## src/pkg/tabc_defs.svh

```systemverilog
`ifndef TABC_DEFS_SVH
`define TABC_DEFS_SVH
`define TABC_CLK_HZ        25000000
`define TABC_MS_CYC        (`TABC_CLK_HZ / 1000)
`define TABC_PULSE_BASE_MS 195
`define TABC_PULSE_STEP_MS 5
`define TABC_SPD_MAX_KMH   8'h0a
`define TABC_P_MIN         8'h05
`define TABC_P_MAX         8'h41
`define TABC_A_CTRL        4'h0
`define TABC_A_SPDLIM      4'h1
`define TABC_A_DEFP        4'h2
`define TABC_A_STBY        4'h3
`define TABC_A_STATUS      4'h4
`define TABC_A_TARGET      4'h5
`define TABC_A_SPEED       4'h6
`define TABC_A_MANP        4'h7
`define TABC_B_SPD_EN      0
`define TABC_B_SUP1_EN     1
`define TABC_B_SUP2_EN     2
`define TABC_B_PAR         3
`define TABC_B_NOSTBY      4
`define TABC_B_MON1_OFF    5
`define TABC_B_MON2_OFF    6
`define TABC_B_RF_EN       7
`define TABC_B_LSV         8
`define TABC_B_SEP         9
`define TABC_B_UL_CFG      10
`define TABC_B_PANEL_UL    11
`define TABC_B_PANEL_RF    12
`define TABC_PB_GRAD       8'h04
`endif

```

## src/pkg/tabc_pkg.sv

```systemverilog
package tabc_pkg;
	typedef enum logic [2:0] {
		TABC_ON   = 3'b001,
		TABC_STBY = 3'b010,
		TABC_OFF  = 3'b100
	} tabc_pwr_t;
endpackage : tabc_pkg

```

## src/verilog/tabc_top.sv

```systemverilog
// Notes on behaviour
// - speed signal is pwm square wave
// - pulse lasts 195 ms plus 5 ms/kmh
// - speed switch uses internal reference speed
// - supply faults checked only while powered on
// - option disables supply fault checking
// - no-standby cuts supply, else standby time
// - both supplies may switch together
// - road-finisher mode brakes at target pressure
// - manual target clamped 0.5 to 6.5 bar
// - last manual target kept across mode off
// - mode leaves above the speed limit, max 10 kmh
// - speed limit max 10, default pressure max 6.5
// - option scales pressure with load
// - fast parking pressure drop sets target
// - parking-set target cleared on reset, or on manual write unless a drop sets it that cycle
// - unloading switch enabled by cfg, switch, panel
// - shared proximity uses two separate switches
// - internal status flags mode active
// - separate mode needs proximity and switch closed
`include "tabc_defs.svh"
module tabc_top #(
	parameter int MS_CYC        = `TABC_MS_CYC,
	parameter int STBY_UNIT_CYC = `TABC_MS_CYC * 1000
) (
	input  wire logic        i_core_clk,
	input  wire logic        i_rst,
	input  wire logic [3:0]  i_avs_address,
	input  wire logic        i_avs_read,
	input  wire logic        i_avs_write,
	input  wire logic [31:0] i_avs_writedata,
	output logic      [31:0] o_avs_readdata,
	output logic             o_avs_waitrequest,
	input  wire logic [7:0]  i_ref_speed,
	input  wire logic        i_ignition,
	input  wire logic        i_sup1_fault_pin,
	input  wire logic        i_sup2_fault_pin,
	input  wire logic        i_prox_pin,
	input  wire logic        i_rf_switch_pin,
	input  wire logic        i_ul_switch_pin,
	input  wire logic [7:0]  i_load_pct,
	input  wire logic [7:0]  i_park_press,
	output logic             o_general_io_slot,
	output logic             o_speed_switch_output,
	output logic             o_sup1,
	output logic             o_sup2,
	output logic             o_sup1_fault,
	output logic             o_sup2_fault,
	output logic             o_rf_brake_req,
	output logic      [7:0]  o_rf_press,
	output logic             o_rf_active,
	output logic             o_unload_level
);
	logic [12:0] ctrl;
	logic [7:0]  spd_lim;
	logic [7:0]  def_p;
	logic [7:0]  stby_t;
	logic [7:0]  man_p;
	logic        man_set;
	logic [7:0]  pb_p;
	logic        pb_set;
	logic [7:0]  pb_prev;
	logic [7:0]  spd_sw_thr;
	logic        rd_pend;
	logic [31:0] rd_q;
	logic [6:0]  s1, s2;
	tabc_pkg::tabc_pwr_t pwr;
	logic [31:0] pwm_cnt;
	logic [31:0] pwm_len;
	logic [31:0] stby_cnt;
	logic [7:0]  stby_sec;
	logic        rf_on;
	logic        rf_prev;

	function automatic logic [7:0] clamp_p(input logic [31:0] v);
		if (v < 32'(`TABC_P_MIN))
			clamp_p = `TABC_P_MIN;
		else if (v > 32'(`TABC_P_MAX))
			clamp_p = `TABC_P_MAX;
		else
			clamp_p = v[7:0];
	endfunction : clamp_p

	function automatic logic [7:0] lim8(input logic [31:0] v,
		input logic [7:0] mx);
		lim8 = (v > 32'(mx)) ? mx : v[7:0];
	endfunction : lim8

	// pin synchronisers
	always_ff @(posedge i_core_clk or posedge i_rst) begin
		if (i_rst)
			s1 <= 7'h00;
		else
			s1 <= {i_ignition, i_sup1_fault_pin, i_sup2_fault_pin,
				i_prox_pin, i_rf_switch_pin, i_ul_switch_pin, 1'b0};
	end

	always_ff @(posedge i_core_clk or posedge i_rst) begin
		if (i_rst)
			s2 <= 7'h00;
		else
			s2 <= s1;
	end

	wire ign_s  = s2[6];
	wire f1_s   = s2[5];
	wire f2_s   = s2[4];
	wire prox_s = s2[3];
	wire rfsw_s = s2[2];
	wire ulsw_s = s2[1];

	// register bus
	wire        wr_hit = i_avs_write;
	wire        rd_req = i_avs_read && !rd_pend;
	assign o_avs_waitrequest = i_avs_read && !rd_pend;
	assign o_avs_readdata    = rd_q;
	wire [7:0] status = {2'h0, o_unload_level, o_rf_active,
		o_sup2_fault, o_sup1_fault, o_sup2, o_sup1};
	logic [31:0] rd_mux;
	always_comb begin
		unique case (i_avs_address)
			`TABC_A_CTRL:   rd_mux = {19'h0, ctrl};
			`TABC_A_SPDLIM: rd_mux = {24'h0, spd_lim};
			`TABC_A_DEFP:   rd_mux = {24'h0, def_p};
			`TABC_A_STBY:   rd_mux = {24'h0, stby_t};
			`TABC_A_STATUS: rd_mux = {24'h0, status};
			`TABC_A_TARGET: rd_mux = {24'h0, o_rf_press};
			`TABC_A_SPEED:  rd_mux = {24'h0, spd_sw_thr};
			`TABC_A_MANP:   rd_mux = {24'h0, man_p};
			default:        rd_mux = 32'h0;
		endcase
	end
	always_ff @(posedge i_core_clk or posedge i_rst) begin
		if (i_rst)
			rd_pend <= 1'b0;
		else
			rd_pend <= rd_req;
	end

	always_ff @(posedge i_core_clk or posedge i_rst) begin
		if (i_rst)
			rd_q <= 32'h0;
		else if (rd_req)
			rd_q <= rd_mux;
	end

	// per-register write strobes
	wire man_wr    = wr_hit && i_avs_address == `TABC_A_MANP;
	wire ctrl_wr   = wr_hit && i_avs_address == `TABC_A_CTRL;
	wire spdlim_wr = wr_hit && i_avs_address == `TABC_A_SPDLIM;
	wire defp_wr   = wr_hit && i_avs_address == `TABC_A_DEFP;
	wire stby_wr   = wr_hit && i_avs_address == `TABC_A_STBY;
	wire speed_wr  = wr_hit && i_avs_address == `TABC_A_SPEED;

	always_ff @(posedge i_core_clk or posedge i_rst) begin
		if (i_rst)
			ctrl <= 13'h0;
		else if (ctrl_wr)
			ctrl <= i_avs_writedata[12:0];
	end

	always_ff @(posedge i_core_clk or posedge i_rst) begin
		if (i_rst)
			spd_lim <= `TABC_SPD_MAX_KMH;
		else if (spdlim_wr)
			spd_lim <= lim8(i_avs_writedata, `TABC_SPD_MAX_KMH);
	end

	always_ff @(posedge i_core_clk or posedge i_rst) begin
		if (i_rst)
			def_p <= `TABC_P_MAX;
		else if (defp_wr)
			def_p <= lim8(i_avs_writedata, `TABC_P_MAX);
	end

	always_ff @(posedge i_core_clk or posedge i_rst) begin
		if (i_rst)
			stby_t <= 8'h00;
		else if (stby_wr)
			stby_t <= i_avs_writedata[7:0];
	end

	always_ff @(posedge i_core_clk or posedge i_rst) begin
		if (i_rst)
			spd_sw_thr <= 8'h00;
		else if (speed_wr)
			spd_sw_thr <= i_avs_writedata[7:0];
	end

	// speed pulse train
	wire [31:0] next_len = 32'(MS_CYC) *
		(32'(`TABC_PULSE_BASE_MS) +
		32'(`TABC_PULSE_STEP_MS) * 32'(i_ref_speed));
	wire pwm_end = pwm_cnt + 32'h1 >= pwm_len;
	always_ff @(posedge i_core_clk or posedge i_rst) begin
		if (i_rst) begin
			pwm_cnt           <= 32'h0;
			pwm_len           <= 32'h1;
			o_general_io_slot <= 1'b0;
		end else if (!ctrl[`TABC_B_SPD_EN]) begin
			pwm_cnt           <= 32'h0;
			pwm_len           <= 32'h1;
			o_general_io_slot <= 1'b0;
		end else if (pwm_end) begin
			pwm_cnt           <= 32'h0;
			pwm_len           <= next_len;
			o_general_io_slot <= !o_general_io_slot;
		end else begin
			pwm_cnt <= pwm_cnt + 32'h1;
		end
	end
	always_ff @(posedge i_core_clk or posedge i_rst) begin
		if (i_rst)
			o_speed_switch_output <= 1'b0;
		else
			o_speed_switch_output <= i_ref_speed > spd_sw_thr;
	end

	// power state and steady supplies
	wire stby_done = stby_sec >= stby_t;
	always_ff @(posedge i_core_clk or posedge i_rst) begin
		if (i_rst) begin
			pwr      <= tabc_pkg::TABC_OFF;
			stby_cnt <= 32'h0;
			stby_sec <= 8'h00;
		end else begin
			unique case (pwr)
				tabc_pkg::TABC_ON: begin
					stby_cnt <= 32'h0;
					stby_sec <= 8'h00;
					if (!ign_s)
						pwr <= ctrl[`TABC_B_NOSTBY] ? tabc_pkg::TABC_OFF
							: tabc_pkg::TABC_STBY;
				end
				tabc_pkg::TABC_STBY: begin
					if (ign_s)
						pwr <= tabc_pkg::TABC_ON;
					else if (stby_done)
						pwr <= tabc_pkg::TABC_OFF;
					else if (stby_cnt + 32'h1 >= 32'(STBY_UNIT_CYC)) begin
						stby_cnt <= 32'h0;
						stby_sec <= stby_sec + 8'h01;
					end else
						stby_cnt <= stby_cnt + 32'h1;
				end
				tabc_pkg::TABC_OFF: begin
					if (ign_s)
						pwr <= tabc_pkg::TABC_ON;
				end
			endcase
		end
	end
	wire powered = pwr != tabc_pkg::TABC_OFF;
	wire en1     = ctrl[`TABC_B_SUP1_EN];
	wire en2     = ctrl[`TABC_B_PAR] ? en1 : ctrl[`TABC_B_SUP2_EN];
	wire mon_on  = pwr == tabc_pkg::TABC_ON;
	wire next_f1 = mon_on && en1 && !ctrl[`TABC_B_MON1_OFF]
		&& f1_s;
	wire next_f2 = mon_on && en2 && !ctrl[`TABC_B_MON2_OFF]
		&& f2_s;

	// supply outputs
	always_ff @(posedge i_core_clk or posedge i_rst) begin
		if (i_rst)
			o_sup1 <= 1'b0;
		else
			o_sup1 <= powered && en1;
	end

	always_ff @(posedge i_core_clk or posedge i_rst) begin
		if (i_rst)
			o_sup2 <= 1'b0;
		else
			o_sup2 <= powered && en2;
	end

	// supply fault flags
	always_ff @(posedge i_core_clk or posedge i_rst) begin
		if (i_rst)
			o_sup1_fault <= 1'b0;
		else
			o_sup1_fault <= next_f1;
	end

	always_ff @(posedge i_core_clk or posedge i_rst) begin
		if (i_rst)
			o_sup2_fault <= 1'b0;
		else
			o_sup2_fault <= next_f2;
	end

	// road-finisher mode
	wire rf_in  = ctrl[`TABC_B_SEP] ? (prox_s && rfsw_s)
		: (prox_s || ctrl[`TABC_B_PANEL_RF]);
	wire rf_req = ctrl[`TABC_B_RF_EN] && rf_in && mon_on;
	wire too_fast = i_ref_speed > spd_lim;
	always_ff @(posedge i_core_clk or posedge i_rst) begin
		if (i_rst)
			rf_prev <= 1'b0;
		else
			rf_prev <= rf_req;
	end

	always_ff @(posedge i_core_clk or posedge i_rst) begin
		if (i_rst) begin
			rf_on <= 1'b0;
		end else begin
			if (too_fast)
				rf_on <= 1'b0;
			else if (rf_req && !rf_prev)
				rf_on <= 1'b1;
			else if (!rf_req)
				rf_on <= 1'b0;
		end
	end
	assign o_rf_active = rf_on;

	wire pb_drop = rf_on && pb_prev > i_park_press
		&& (pb_prev - i_park_press) >= `TABC_PB_GRAD;
	always_ff @(posedge i_core_clk or posedge i_rst) begin
		if (i_rst)
			pb_prev <= 8'h00;
		else
			pb_prev <= i_park_press;
	end

	always_ff @(posedge i_core_clk or posedge i_rst) begin
		if (i_rst) begin
			man_p   <= 8'h00;
			man_set <= 1'b0;
		end else if (man_wr) begin
			man_p   <= clamp_p(i_avs_writedata);
			man_set <= 1'b1;
		end
	end

	// parking-brake set target, lost on reset
	always_ff @(posedge i_core_clk or posedge i_rst) begin
		if (i_rst) begin
			pb_p    <= 8'h00;
			pb_set  <= 1'b0;
		end else begin
			if (pb_drop) begin
				pb_p   <= clamp_p(32'(i_park_press));
				pb_set <= 1'b1;
			end else if (man_wr)
				pb_set <= 1'b0;
		end
	end
	wire [7:0]  base_p   = pb_set ? pb_p : (man_set ? man_p : def_p);
	wire [15:0] scaled   = 16'(base_p) * 16'(i_load_pct);
	wire [7:0]  eff_p    = ctrl[`TABC_B_LSV]
		? lim8(32'(scaled / 16'd100), `TABC_P_MAX) : base_p;
	wire next_ul = (ctrl[`TABC_B_UL_CFG] || ulsw_s
		|| ctrl[`TABC_B_PANEL_UL])
		&& (ctrl[`TABC_B_SEP] ? (prox_s && ulsw_s) : prox_s);

	// brake command towards the pressure controller
	always_ff @(posedge i_core_clk or posedge i_rst) begin
		if (i_rst)
			o_rf_brake_req <= 1'b0;
		else
			o_rf_brake_req <= rf_on;
	end

	always_ff @(posedge i_core_clk or posedge i_rst) begin
		if (i_rst)
			o_rf_press <= 8'h00;
		else
			o_rf_press <= rf_on ? eff_p : 8'h00;
	end

	always_ff @(posedge i_core_clk or posedge i_rst) begin
		if (i_rst)
			o_unload_level <= 1'b0;
		else
			o_unload_level <= next_ul;
	end
endmodule : tabc_top

```

## config.mk

```make
export PLATFORM = sky130hd
export DESIGN_NAME = tabc_top
export DESIGN_NICKNAME = d
export VERILOG_FILES = /design/src/pkg/tabc_pkg.sv /design/src/verilog/tabc_top.sv
export VERILOG_INCLUDE_DIRS = /design/src /design/src/pkg
export SDC_FILE = /design/constraint.sdc
export NUM_CORES = 1
export LEC_CHECK = 0
export BUFFER_PORTS_ARGS = -buffer_cell sky130_fd_sc_hd__buf_4
export CORE_ASPECT_RATIO = 1.25
export CORE_UTILIZATION = 57
export DETAILED_ROUTE_END_ITERATION = 7
export PLACE_DENSITY_LB_ADDON = 0.2
export SETUP_SLACK_MARGIN = 0.1
export SLEW_MARGIN = 40
export SYNTH_ARGS = -nofsm -noshare
export SYNTH_HDL_FRONTEND = slang
export SYNTH_SLANG_ARGS = --single-unit
export TNS_END_PERCENT = 100
```

## constraint.sdc

```tcl
create_clock -name i_core_clk -period 12.33 [get_ports i_core_clk]
set_clock_uncertainty 0.2 [all_clocks]
set_input_delay 0.6165 -clock i_core_clk [delete_from_list [all_inputs] [get_ports i_core_clk]]
set_output_delay 0.6165 -clock i_core_clk [all_outputs]
set_load 0.1 [all_outputs]
```

Yosys cells after proc, flatten, opt, wreduce, memory -nomap -nowiden
Index checks and enable logic that the tools add are counted.

storage, ports and cells
  input bits = 70
  bits in registers = 241
  output and inout port bits = 50
  word-level logic and storage cells = 147

operators by class
  order comparisons = 13
  div/mod/pow operators = 1
  multiplexer cells = 39
  eq/ne operators = 19
  reductions and logical operators = 37
  $mul = 3
  $add $sub $neg = 5

operators by type and width
  cell                                                                 count
  2-to-1 mux 32 bit                                                    7
  2-to-1 mux 8 bit                                                     13
  case mux 13 bit (8 select lines)                                     1
  adder 32 x 1 -> 32 bit, second input constant                        2
  > comparator 32 x 7 -> 1 bit, second input constant                  2
  case mux 32 bit (2 select lines)                                     1
  divider 16 x 7 -> 32 bit, second input constant                      1
  greater-or-equal comparator 32 x 25 -> 1 bit, second input constant  1
  greater-or-equal comparator 32 bit                                   1
  > comparator 32 x 4 -> 1 bit, second input constant                  1
  < comparator 32 x 3 -> 1 bit, second input constant                  1
  > comparator 8 bit                                                   3
  multiplier 12 x 12 -> 24 bit, first input constant                   1
  logical AND 1 bit                                                    23
  == test 4 x 3 -> 1 bit, second input constant                        4
  multiplier 8 x 8 -> 16 bit                                           1
  case mux 8 bit (2 select lines)                                      1
  2-to-1 mux 3 bit                                                     5
  adder 8 x 11 -> 12 bit, first input constant                         1
  multiplier 3 x 8 -> 11 bit, first input constant                     1
  2-to-1 mux 1 bit                                                     10
  != test 2 bit, second input constant                                 5
  case mux 3 bit (3 select lines)                                      1
  adder 8 x 1 -> 8 bit, second input constant                          1
  19 further kinds                                                     29

Depth between registers and ports, before layout
  depth in word-level cells = 8
  depth in mapped cells = 46
  gate-level depth less buffers = 41

Least setup slack after synthesis
OpenSTA, ideal clock, no wires.

  path type = register to register
  from = register man_set
  to = register o_rf_press[0]
  library setup time = 82 ps
  required time = 12,048 ps
  arrival = 11,417 ps
  path buffers = 5
  slack = 630 ps
  period minus slack after synthesis = 11,700 ps
  stages on the path, launching flop included = 46
  cell sequence = dfrtp_1 clkbuf_1 mux2i_1 nor2_1 a21oi_1 nor2b_1 fa_1 fa_1 fa_1 inv_1 fa_1 inv_1 ha_1 buf_2 o211ai_1 a21oi_1 o31a_1 a2111o_1 [... 10 more ...] or2_1 buf_2 o21a_4 mux2i_2 or4_1 buf_2 and3_4 or2_4 a221oi_4 o32ai_4 nor2_4 mux2i_1 o41ai_4 a2111oi_4 o31ai_4 and4_1 or4_1 o22ai_1

on the way
  cells in the longest elaborated chain, start to end = 8

RTL lines
  item                               line             source
  start, declared                    tabc_top.sv:59   logic man_set;
  start signal, assigned             tabc_top.sv:330  man_set <= 1'b0;
  start signal, assigned             tabc_top.sv:333  man_set <= 1'b1;
  2-to-1 mux 8 bit (*) (2 in a row)  tabc_top.sv:350  wire [7:0] base_p = pb_set ? pb_p : (man_set ? man_p : def_p);
  multiplier 8 x 8 -> 16 bit         tabc_top.sv:351  wire [15:0] scaled = 16'(base_p) * 16'(i_load_pct);
  divider 16 x 7 -> 32 bit           tabc_top.sv:353  ? lim8(32'(scaled / 16'd100), `TABC_P_MAX) : base_p;
  > comparator 32 x 7 -> 1 bit       tabc_top.sv:86   lim8 = (v > 32'(mx)) ? mx : v[7:0];
  2-to-1 mux 8 bit                   tabc_top.sv:86
  2-to-1 mux 8 bit (*)               tabc_top.sv:352  wire [7:0] eff_p = ctrl[`TABC_B_LSV]
  2-to-1 mux 8 bit (*)               tabc_top.sv:370  o_rf_press <= rf_on ? eff_p : 8'h00;
  end signal, assigned               tabc_top.sv:370
  end, declared                      tabc_top.sv:50   output logic [7:0] o_rf_press,

Every way passes the cells marked *; elsewhere a longest branch is shown, timed or not.
A chain may end at the register's enable or synchronous reset.

Worst setup path in the final report
Ends and elaborated chain as after synthesis.

==> results.toml <==
[global_route]
grt_start_max_net_pins = 142
gr-total-overflow = 0
grt_pass1_vias = 16115
grt_antenna_before_repair = 0
grt_pass1_wl_um = 79400
gr-usage-all-layers_pct = 29.3

[place]
place_congestion = 0.971
place_area_mm2 = 0.0201
post-dp-hpwl_um = 38200
portBuffers = 100

[pwr]
power_leakage_nw = 10.3
ir_drop_mv = 0.311
p_per_area_mw_per_mm2 = 261

[logic_synthesis]
async_reset_ff_share_pct = 100
synth_seq_cells = 215
synth-compound-area-share_pct = 18.8
synth_area_leaders = "dfrtp_1 28%, ha_1 12%, fa_1 7.0%"
yosys.area_share.simple_pct = 19.0
synth_top_family_by_area = "adder cells"
synth_warnings = 0
synth_xor_area_share_pct = 4.35
synth_largest_area_cell = "dfrtp_1"
synth_fa_ha_area_share_pct = 19.2
ys_types = 104
ys.flop_type = "dfrtp_1"
synthMuxAreaShare_pct = 3.83
ys_seq_area_share_pct = 28.5
synth_edf_count = 0
synthesis.area_mm2 = 0.0189
synth_cells = 2129
syn_area_per_cell_um2 = 8.88
synth_top_area_share_pct = 27.6

[min_path]
min_path_type = "primary input to asynchronous set/reset pin"

[route]
totalWireLength_um = 49900
met2_length_um = 26400
dr.pass1.iters = 7
ant_nets = 0
highest_layer = "met4"
drt_iter0_markers = 1034
wl_met3_um = 2340
num_vias = 16189
wl_per_cell_um = 18.7
drc = 0
drt-met1-wl_um = 18700
detail_route.vias_per_cell = 6.05

[cells_and_area]
drive_above_1_share_pct = 13.6
final_cell_mix = "206 x dfrtp_1, 204 x inv_1, 192 x nand2_1, 181 x ha_1, 142 x buf_4"
stdcell_area_mm2 = 0.0214
fin_nets = 2560
syn2layout_area_growth_pct = 13.0
final_util_pct = 65.4
final_common_cell = "dfrtp_1"
antenna_cells = 0
n_fill_cell = 2680

[floorplan]
rows = 74
core-area_mm2 = 0.0327
dieWidth_um = 165
start_util_pct = 57.9
die_h_um = 206
die_area_mm2 = 0.0339
io_pins = 120

[clock_tree]
cts_root_buffer = "clkbuf_16"
cts_tree = "done"
cts_made_buffers = 22
clock_path_buffers = 3
clkLatencyLatePin_ns = 0.54
cts_sinks = 215
cts.reportedPaths.clkPinSlew_ns = 0.07
htree_levels = 1

[setup_path]
cp_max_fo = 8
critPathCaptureType = "register"
critPathMaxStageDelay_ns = 0.55
cp.arrival_ns = 12.10
critPathLaunchType = "register"
crit_top_cell = "fa_1"
slowest_stage = "fa_1"
required_ns = 12.58
critPathKind = "register to register"

[sta]
maxSlewHeadroom_pct = 44.8
max_freq_ghz = 0.0843
slew_violations = 0
setup_violations = 0
hold_viol = 0
worstMarginPinSlew_ns = 0.822
whs_ns = 0.0110
fin_setup_tns_ns = 0
finalCriticalPeriod_ns = 11.86
period_share_pct = 96.2
grt_setup_unrepaired = "no"

[job]
cap_violations = 0

[status]
status = "completed"
## logic make-up (layout without fill, tap and decap cells)
family                   count (synthesis)  after routing
adder cells (fa/ha/maj)                251            251
buffers and inverters                  291            396
multiplexers                            67             67
other                                    1             24
flip-flops                             215            215
XOR/XNOR                                94             94
AND/OR/NAND/NOR                        705            706
AO/OA/AOI/OAI                          505            505
## per-stage QoR
stage | setup WS (ns) | std cells | total power, mW
after CTS | 0.120 | 2660 | 5.37
after global placement | 0.194 | 2613 | 4.47
after global routing | 0.0764 | 2676 | 6.02
final | 0.474 | 2676 | 5.57
after detailed placement | -0.145 | 2613 | 4.57
after floorplan | 0.630 | 2152 | 3.76
## layout make-up
cell class                 instances  area [um2]  share of cell area, %
clock inverter                     9         161                  0.755
tap                              418         523                   2.45
sequential                       215        5390                   25.2
multi-input combinational       1647       12700                   59.6
timing repair buffer             150        1140                   5.35
inverter                         206         786                   3.68
clock buffer                      31         634                   2.97
## worst paths after layout
kind | end | cells after the start | from | slack, ns
setup / recovery | o_rf_press[0] | 43 | man_set | 0.47
hold / removal | stby_cnt[12] | 2 | i_rst | 0.01
setup reg to reg | o_rf_press[0] | 43 | man_set | 0.47
hold reg to reg | s2[2] | 0 | s1[2] | 0.15
max in group asynchronous | s2[5] | 3 | i_rst | 10.78
min in group i_core_clk | pb_prev[0] | 1 | i_park_press[0] | 0.05
## routing by layer
| layer | vias to the layer above | track usage [%] |
|---|---|---|
| met1 | 7865 | 31.7 |
| li1 | 7687 | - |
| met2 | 472 | 55.1 |
| met4 | 0 | 15.2 |
| met3 | 165 | 3.49 |
| met5 | - | 0 |
## flip-flops by register name, summed over array words and instances (netlist names), 3 cells and up
signal and flops:
stby_sec 8, pwm_cnt 32, o_rf_press 8, spd_lim 8, s2 6, ctrl 13
spd_sw_thr 8, pwm_len 25, stby_t 8, pwr 3, s1 6, stby_cnt 32
def_p 8, o_avs_readdata 13, pb_prev 8, pb_p 8, man_p 8
## critical path, delay by kind of cell (launching register included)
kind | cells | cell delay (ns)
AOI/OAI and AO/OA | 18 | 4.53
adders and majority gates | 6 | 2.73
buffers and inverters | 5 | 0.47
DFF | 1 | 0.46
muxes | 2 | 0.47
and+or+nand+nor | 12 | 2.90
## Yosys cell counts, types with 6 or more instances
cell type	n
o21ai_1	7
nand2b_1	40
a21oi_2	6
fa_1	66
o21a_1	12
a21oi_1	89
buf_4	24
a21o_1	27
or4_1	7
dfstp_2	6
o22ai_1	15
o31ai_1	21
and2_1	29
nor2_1	116
xor2_1	39
a211o_1	9
buf_2	6
a31oi_1	14
dfrtp_1	209
and3_1	47
or2_2	6
o21ai_0	136
nand4_1	20
o211ai_1	15
o41ai_1	7
a211oi_1	16
clkbuf_1	52
nor4_1	18
ha_1	182
or3_1	11
a221oi_1	9
nor2b_1	95
mux2_2	19
o21bai_1	18
xnor2_1	55
nor3_1	39
nand2_1	194
mux2i_1	44
inv_1	205
a22oi_1	15
a22o_1	14
nand3_1	59
## what timing repair did
item / 4_1_cts / 5_1_grt
resized for setup: 8 / 46
buffers inserted: 1 / 15
gates cloned: 0 / 1
hold buffers: 6 / 0
setup endpoints to repair: 3 / 4
hold endpoints to repair: 6 / 0
pin swaps: 1 / 17
## power breakdown
part	switching (mW)	internal [mW]	leakage [nW]	total [mW]
combinational	2.33	1.64	7.09	3.97
clock	0.290	0.444	0.383	0.734
sequential	0.0717	0.796	2.82	0.868
Note: power is estimated with default switching activity, not from simulation.
